==> src/rtl/atc_pkg.sv <==
// Constants, field positions and states for the address translation control block.
// Operation
// - Load-status copies the whole 16-bit accumulator word into translation status.
// - Status bits 0 and 13 together choose the next user table.
// - Status bits 6-8 pick the table the next table load fills.
// - Status bit 15 arms translation after next indirect or return event.
// - Setting user enable inhibits interrupts and waits for the trigger event.
// - On the trigger event, interrupts are released and user translation begins.
// - Trigger is first indirection level or a pop, pop-jump, return, restore.
// - Supervisor window maps only logical page 31 while untranslated.
// - Window load takes bits 6-15 as physical page, ignores bits 0-5.
// - A changed window takes effect on the very next fetch through it.
// - I/O bus clear returns the unit to identity translation.
package atc_pkg;
   localparam int unsigned WORD_W      = 16;
   localparam int unsigned LPAGE_W     = 5;
   localparam int unsigned PPAGE_W     = 10;
   localparam int unsigned ADDR_W      = 15;
   localparam int unsigned OFFS_W      = 10;
   // Bit numbers are vector indices: bit 0 is the word's lsb; the header above counts bits from the msb.
   localparam int unsigned ST_TSEL_HI  = 15;
   localparam int unsigned ST_TSEL_LO  = 2;
   localparam int unsigned ST_MAP_LSB  = 7;
   localparam int unsigned ST_EAL      = 6;
   localparam int unsigned ST_IOP      = 5;
   localparam int unsigned ST_WP       = 4;
   localparam int unsigned ST_DEREF    = 3;
   localparam int unsigned ST_CHAN     = 1;
   localparam int unsigned ST_UE       = 0;
   localparam int unsigned PC_LP_LSB   = 10;
   localparam int unsigned PC_MAP_LSB  = 7;
   localparam logic [LPAGE_W-1:0] SUPV_PAGE = 5'h1f;
   localparam logic [WORD_W-1:0]  STATUS_RST = 16'h0000;
   localparam logic [PPAGE_W-1:0] WINDOW_RST = 10'h01f;

   typedef enum logic [1:0] {
      ATC_IDLE  = 2'b00,
      ATC_ARMED = 2'b01,
      ATC_USER  = 2'b11
   } atc_state_e;
endpackage

==> src/rtl/atc_address_translation_control.sv <==
// Control logic of the address translation unit: status, window, page check.
`timescale 1ns/1ps
module atc_address_translation_control
   import atc_pkg::*;
(
   // Clock and reset
   input  wire logic                 mclk,
   input  wire logic                 sys_rst,
   // I/O instruction strobes, accumulator data
   input  wire logic                 out_a_transfer,
   input  wire logic                 out_b_transfer,
   input  wire logic                 out_c_transfer,
   input  wire logic                 io_bus_clear,
   input  wire logic [WORD_W-1:0]    accData,
   // Processor events that release user translation
   input  wire logic                 firstIndirectDone,
   input  wire logic                 pop_block_return,
   input  wire logic                 pop_jump_return,
   input  wire logic                 subroutine_return,
   input  wire logic                 state_restore_return,
   // Logical address of the current untranslated reference
   input  wire logic [ADDR_W-1:0]    logicalAddr,
   // Translation control outputs
   output logic [WORD_W-1:0]         translationStatus,
   output logic [1:0]                user_table_select,
   output logic [2:0]                table_load_instruction,
   output logic                      effective_address_load_enable,
   output logic                      ioProtectEnable,
   output logic                      writeProtectEnable,
   output logic                      deref_protect_enable,
   output logic                      channel_translation_enable,
   output logic                      userTranslateOn,
   output logic                      interruptInhibit,
   output logic [PPAGE_W-1:0]        supervisorWindowPage,
   output logic                      windowHit,
   output logic [ADDR_W-1:0]         physicalAddr,
   output logic [LPAGE_W-1:0]        checkLogicalPage,
   output logic [2:0]                checkTableSelect
);

   // ------------------------------------------------------------
   // Next-state logic
   // ------------------------------------------------------------
   atc_state_e          state, next_state;
   logic [WORD_W-1:0]   next_status;
   logic [PPAGE_W-1:0]  next_window;
   logic [LPAGE_W-1:0]  next_lp;
   logic [2:0]          next_sel;
   logic                releaseEvent;
   logic                next_hit;
   logic [ADDR_W-1:0]   next_phys;

   // The physical address leaving this block is only 15 bits wide, so just the
   // low page bits of the window survive; higher physical pages need the full
   // translation path outside this block.
   function automatic logic [LPAGE_W-1:0] windowMap(input logic [ADDR_W-1:0] a,
                                                     input logic [PPAGE_W-1:0] p);
      windowMap = p[LPAGE_W-1:0];
      if (a[ADDR_W-1 -: LPAGE_W] != SUPV_PAGE)
         windowMap = a[ADDR_W-1 -: LPAGE_W];
   endfunction

   assign releaseEvent = firstIndirectDone | pop_block_return | pop_jump_return
                       | subroutine_return | state_restore_return;

   always_comb begin
      next_state  = state;
      next_status = translationStatus;
      next_window = supervisorWindowPage;
      next_lp     = checkLogicalPage;
      next_sel    = checkTableSelect;
      if (out_a_transfer) begin
         next_status = accData;
      end
      if (out_b_transfer) begin
         next_window = accData[PPAGE_W-1:0];
      end
      if (out_c_transfer) begin
         next_lp  = accData[PC_LP_LSB +: LPAGE_W];
         next_sel = accData[PC_MAP_LSB +: 3];
      end
      unique case (state)
         ATC_IDLE: begin
            if (out_a_transfer && accData[ST_UE]) begin
               next_state = ATC_ARMED;
            end
         end
         ATC_ARMED: begin
            if (releaseEvent) begin
               next_state = ATC_USER;
            end
         end
         ATC_USER: begin
            // A fresh user-enable write re-arms the lockout, so the next user
            // only starts translating at a clean indirect or return point.
            if (out_a_transfer && accData[ST_UE]) begin
               next_state = ATC_ARMED;
            end else if (out_a_transfer) begin
               next_state = ATC_IDLE;
            end
         end
         default: next_state = ATC_IDLE;
      endcase
      if (io_bus_clear) begin
         next_state  = ATC_IDLE;
         next_status = STATUS_RST;
         next_window = WINDOW_RST;
      end
      // Window mapping applies only while untranslated; it uses the fresh page.
      next_hit  = (state != ATC_USER)
                  && (logicalAddr[ADDR_W-1 -: LPAGE_W] == SUPV_PAGE);
      next_phys = {windowMap(logicalAddr, next_window),
                   logicalAddr[OFFS_W-1:0]};
      if (state == ATC_USER) begin
         next_phys = logicalAddr;
      end
   end

   // ------------------------------------------------------------
   // Registers
   // ------------------------------------------------------------
   always_ff @(posedge mclk) begin
      if (sys_rst) begin
         state                <= ATC_IDLE;
         translationStatus    <= STATUS_RST;
         supervisorWindowPage <= WINDOW_RST;
         checkLogicalPage     <= '0;
         checkTableSelect     <= '0;
         windowHit            <= 1'b0;
         physicalAddr         <= '0;
         user_table_select    <= '0;
         table_load_instruction <= '0;
         effective_address_load_enable <= 1'b0;
         ioProtectEnable      <= 1'b0;
         writeProtectEnable   <= 1'b0;
         deref_protect_enable <= 1'b0;
         channel_translation_enable <= 1'b0;
         userTranslateOn      <= 1'b0;
         interruptInhibit     <= 1'b0;
      end else begin
         state                <= next_state;
         translationStatus    <= next_status;
         supervisorWindowPage <= next_window;
         checkLogicalPage     <= next_lp;
         checkTableSelect     <= next_sel;
         windowHit            <= next_hit;
         physicalAddr         <= next_phys;
         user_table_select    <= {next_status[ST_TSEL_HI], next_status[ST_TSEL_LO]};
         table_load_instruction <= next_status[ST_MAP_LSB +: 3];
         effective_address_load_enable <= next_status[ST_EAL];
         ioProtectEnable      <= next_status[ST_IOP];
         writeProtectEnable   <= next_status[ST_WP];
         deref_protect_enable <= next_status[ST_DEREF];
         channel_translation_enable <= next_status[ST_CHAN];
         userTranslateOn      <= (next_state == ATC_USER);
         interruptInhibit     <= (next_state == ATC_ARMED);
      end
   end
endmodule

==> config.mk <==
export PLATFORM = sky130hd
export DESIGN_NAME = atc_address_translation_control
export DESIGN_NICKNAME = d
export VERILOG_FILES = /design/src/rtl/atc_pkg.sv /design/src/rtl/atc_address_translation_control.sv
export SDC_FILE = /design/constraint.sdc
export NUM_CORES = 1
export LEC_CHECK = 0
export ABC_AREA = 1
export BUFFER_PORTS_ARGS = -buffer_cell sky130_fd_sc_hd__buf_4
export CAP_MARGIN = 20
export CORE_AREA = 2 2 69 71
export CTS_BUF_LIST = sky130_fd_sc_hd__clkbuf_8
export CTS_CLUSTER_SIZE = 8
export DETAILED_ROUTE_END_ITERATION = 8
export DIE_AREA = 0 0 71 73
export MAX_ROUTING_LAYER = met4
export PLACE_DENSITY = 0.86
export SLEW_MARGIN = 15
export SYNTH_ARGS = -nofsm -noshare
export SYNTH_HDL_FRONTEND = slang
export SYNTH_SLANG_ARGS = --single-unit
==> constraint.sdc <==
create_clock -name mclk -period 1.1 [get_ports mclk]
set_input_delay 0.055 -clock mclk [delete_from_list [all_inputs] [get_ports mclk]]
set_output_delay 0.055 -clock mclk [all_outputs]
set_load 0.05 [all_outputs]
==> flow_results.xml <==
<?xml version="1.0" encoding="UTF-8"?>
<metrics>
  <group name="route">
    <metric name="drt.antenna.violating_nets" unit="">0</metric>
    <metric name="detailed_router_iteration_count_before_antenna_repair" unit="">4</metric>
    <metric name="drt-initial-drc-count" unit="">110</metric>
    <metric name="wire_per_inst" unit="microns">12.8</metric>
    <metric name="detail_route.wirelength" unit="mm">5.29</metric>
    <metric name="drcViolationCount" unit="">0</metric>
    <metric name="avgViaCountPerCell" unit="">4.82</metric>
    <metric name="vias" unit="">1992</metric>
  </group>
  <group name="timing">
    <metric name="rsz0062_at_grt" unit="">true</metric>
    <metric name="clock.fmax" unit="MHz">943</metric>
    <metric name="final.min_clock_period" unit="ps">1060</metric>
    <metric name="max_slew_margin" unit="%">72.2</metric>
    <metric name="hold_violations" unit="">0</metric>
    <metric name="finalClockSkew" unit="ps">6.43</metric>
    <metric name="post-route-period-util" unit="%">96.5</metric>
    <metric name="finalMaxSlewViolations" unit="">0</metric>
    <metric name="setup_violators_final" unit="">0</metric>
    <metric name="final.hold.worst_slack" unit="ps">4.67</metric>
    <metric name="tightestPinTransition" unit="ps">417</metric>
  </group>
  <group name="synthesis">
    <metric name="post-synth-top-area-fraction" unit="%">54.0</metric>
    <metric name="netlist.top_cell.by_area" unit="">sky130_fd_sc_hd__dfxtp_1</metric>
    <metric name="synth.net_count" unit="">290</metric>
    <metric name="ys_seq_area_share" unit="%">54.0</metric>
    <metric name="synthesis.instances" unit="">248</metric>
    <metric name="synthTopCellsByArea" unit="">sky130_fd_sc_hd__dfxtp_1, sky130_fd_sc_hd__nand2_1, sky130_fd_sc_hd__nor2_1</metric>
    <metric name="synth_cell_type_count" unit="">19</metric>
    <metric name="syn_avg_cell_area" unit="sq um">8.07</metric>
    <metric name="yosysWarnings" unit="">0</metric>
    <metric name="postSynthRegisterBits" unit="">54</metric>
    <metric name="synthesis.area" unit="sq mm">0.00200</metric>
  </group>
  <group name="placement">
    <metric name="port-buffer-count" unit="">103</metric>
    <metric name="post_dp_cell_area" unit="sq mm">0.00271</metric>
    <metric name="finalWeightedCongestion" unit="">0.782</metric>
    <metric name="dp_hpwl" unit="mm">3.77</metric>
  </group>
  <group name="power_and_ir_drop">
    <metric name="vdd.ir_drop.worst" unit="mV">0.705</metric>
    <metric name="pwr-share-seq" unit="%">50.8</metric>
    <metric name="p_per_area" unit="mW/mm^2">1370</metric>
    <metric name="sw_frac_of_total" unit="%">30.2</metric>
    <metric name="pwr-share-clk" unit="%">27.2</metric>
    <metric name="p_switching" unit="uW">1240</metric>
    <metric name="internal-power" unit="uW">2860</metric>
    <metric name="power.static_leakage" unit="uW">0.00149</metric>
    <metric name="power.total" unit="uW">4100</metric>
    <metric name="comb_power_share" unit="%">22.0</metric>
  </group>
  <group name="clock_network">
    <metric name="clock_tree.root_cell" unit="">sky130_fd_sc_hd__clkbuf_8</metric>
    <metric name="tritoncts_clock_tree" unit="">yes</metric>
    <metric name="worst_setup_hold_path_clk_slew" unit="ps">90</metric>
    <metric name="htree_num_levels" unit="">2</metric>
    <metric name="cts_inserted_buffers" unit="">5</metric>
    <metric name="clock_path_buffers" unit="">2</metric>
    <metric name="worst_skew_pair.late_latency" unit="ps">300</metric>
    <metric name="cts_num_sinks" unit="">54</metric>
    <metric name="cts_setup_buffers" unit="">0</metric>
  </group>
  <group name="worst_setup_path">
    <metric name="timing.critical_path.slowest_cell_delay" unit="ps">540</metric>
    <metric name="critPathCaptureType" unit="">flip-flop</metric>
    <metric name="required" unit="ps">1350</metric>
    <metric name="slowest_stage" unit="">sky130_fd_sc_hd__dlygate4sd3_1</metric>
    <metric name="highest_fanout_seen_on_the_critical_path" unit="">19</metric>
    <metric name="critical_path.cell_chain" unit="">dlygate4sd3_1 &gt; buf_4 &gt; nor2_4 &gt; inv_6 &gt; nor2_2 &gt; nand2_2 &gt; nor2_2</metric>
    <metric name="worst-setup-path-type" unit="">in -&gt; reg</metric>
    <metric name="critical_path.startpoint_type" unit="">input port</metric>
    <metric name="timing.critical_path.arrival" unit="ps">1310</metric>
    <metric name="timing.critical_path.mode_cell" unit="">sky130_fd_sc_hd__nor2_2</metric>
  </group>
  <group name="finish">
    <metric name="final_nets" unit="">400</metric>
    <metric name="layout.cells.most_common" unit="">sky130_fd_sc_hd__buf_4</metric>
    <metric name="layout.cells.most_common_list" unit="">sky130_fd_sc_hd__buf_4, sky130_fd_sc_hd__nand2_1, sky130_fd_sc_hd__dfxtp_1</metric>
    <metric name="area_growth_syn_to_layout" unit="%">49.3</metric>
    <metric name="drive_above_1_share" unit="%">36.2</metric>
    <metric name="num_antenna_cells" unit="">0</metric>
    <metric name="fillers" unit="">371</metric>
    <metric name="final_cell_area" unit="sq mm">0.00299</metric>
    <metric name="finalCoreUtilization" unit="%">65.9</metric>
  </group>
  <group name="grt">
    <metric name="grt_max_degree" unit="">21</metric>
    <metric name="via_count_of_the_first_global_routing_pass" unit="">1815</metric>
    <metric name="grt.total_usage" unit="%">20.8</metric>
    <metric name="overflow" unit="">0</metric>
    <metric name="grt_pass1_wl" unit="mm">8.20</metric>
    <metric name="grt_antenna_before_repair" unit="">0</metric>
  </group>
  <group name="die">
    <metric name="fp.dieArea" unit="sq mm">0.00518</metric>
    <metric name="floorplan.die.width" unit="microns">71</metric>
    <metric name="num_io_pins" unit="">104</metric>
    <metric name="die_h" unit="microns">73</metric>
    <metric name="initial_utilization" unit="%">44.1</metric>
    <metric name="core_area" unit="sq mm">0.00454</metric>
    <metric name="rows" unit="">25</metric>
  </group>
  <group name="run">
    <metric name="cap_violations" unit="">0</metric>
  </group>
  <group name="run_status">
    <metric name="outcome" unit="">completed</metric>
  </group>
  <group name="hold_path">
    <metric name="worst_hold_path_type" unit="">in -&gt; reg</metric>
  </group>
</metrics>
==> layer usage <==
layer | routed length, microns | track usage (%) | vias to the layer above
li1 | - | - | 980
met5 | 0 | - | -
met3 | 260 | 4.56 | 12
met1 | 2140 | 22.8 | 933
met2 | 2780 | 36.6 | 67
met4 | 123 | 9.22 | 0
==> stage by stage <==
| stage | cells | setup TNS (ps) | setup WS, ps |
|---|---|---|---|
| after CTS | 413 | 0 | 26.3 |
| after floorplan | 248 | 0 | 98.5 |
| after global routing | 413 | -28.7 | -28.7 |
| final | 413 | 0 | 39.0 |
| after global placement | 387 | 0 | 202 |
| after detailed placement | 387 | 0 | 183 |
==> critical path: cells and delay by family <==
family / cells / cell delay (ps)
buffers and inverters: 3 / 810
and+or+nand+nor: 4 / 440
==> Yosys cell counts <==
| cell type | instances |
|---|---|
| sky130_fd_sc_hd__buf_4 | 13 |
| sky130_fd_sc_hd__nand2_1 | 59 |
| sky130_fd_sc_hd__nor2_1 | 42 |
| sky130_fd_sc_hd__nand3_1 | 6 |
| sky130_fd_sc_hd__inv_4 | 1 |
| sky130_fd_sc_hd__clkinv_1 | 1 |
| sky130_fd_sc_hd__nor2_4 | 1 |
| sky130_fd_sc_hd__buf_6 | 2 |
| sky130_fd_sc_hd__a21oi_1 | 14 |
| sky130_fd_sc_hd__o21ai_0 | 11 |
| sky130_fd_sc_hd__o21bai_2 | 1 |
| sky130_fd_sc_hd__inv_2 | 2 |
| sky130_fd_sc_hd__nand4_1 | 4 |
| sky130_fd_sc_hd__buf_2 | 4 |
| sky130_fd_sc_hd__dfxtp_1 | 54 |
| sky130_fd_sc_hd__inv_1 | 20 |
| sky130_fd_sc_hd__nand2_2 | 1 |
| sky130_fd_sc_hd__nor2_2 | 2 |
| sky130_fd_sc_hd__a21oi_2 | 10 |
==> state kept, by name (all words and copies together) (netlist names) <==
| signal | flops |
|---|---|
| userTranslateOn | 1 |
| checkTableSelect | 3 |
| supervisorWindowPage | 10 |
| physicalAddr | 15 |
| translationStatus | 16 |
| interruptInhibit | 1 |
| checkLogicalPage | 5 |
| state | 2 |
| windowHit | 1 |
==> repair_timing <==
item | 4_1_cts | 5_1_grt
hold buffers | 18 | 0
endpoints found under the setup margin | 0 | 8
resized for setup | 0 | 3
hold endpoints to repair | 18 | 0
==> power groups by stage <==
| stage | clock network [uW] | logic (uW) | registers, uW |
|---|---|---|---|
| floorplan | 0 | 260 | 2420 |
| global placement | 0 | 834 | 2130 |
| detailed placement | 0 | 847 | 2130 |
| CTS | 1130 | 900 | 2080 |
| global route | 1200 | 952 | 2090 |
| finish | 1110 | 903 | 2080 |
==> area by class of cell <==
| type | count | area, sq um | area share, % |
|---|---|---|---|
| inverter | 24 | 97.6 | 3.26 |
| timing repair buffer | 122 | 961 | 32.1 |
| clock inverter | 2 | 8.76 | 0.293 |
| multi-input combinational | 151 | 691 | 23.1 |
| clock buffer | 6 | 82.6 | 2.76 |
| sequential | 54 | 1080 | 36.2 |
| tap | 54 | 67.6 | 2.26 |
==> cell families after synthesis <==
logic type	count (synthesis)	share of synthesized area (%)
AND/OR/NAND/NOR	115	23.2
flip-flops	54	54.0
AO/OA/AOI/OAI	36	11.2
buffers and inverters	43	11.6
==> worst paths after layout <==
path,start,depth (start not counted),slack [ps],endpoint
min,logicalAddr[11],3,5,physicalAddr[11]
min reg2reg,supervisorWindowPage[6],2,470,supervisorWindowPage[6]
max reg2reg,state[1],4,190,physicalAddr[10]
max,io_bus_clear,7,40,interruptInhibit
No activity file was read; power rests on OpenSTA's default activity.
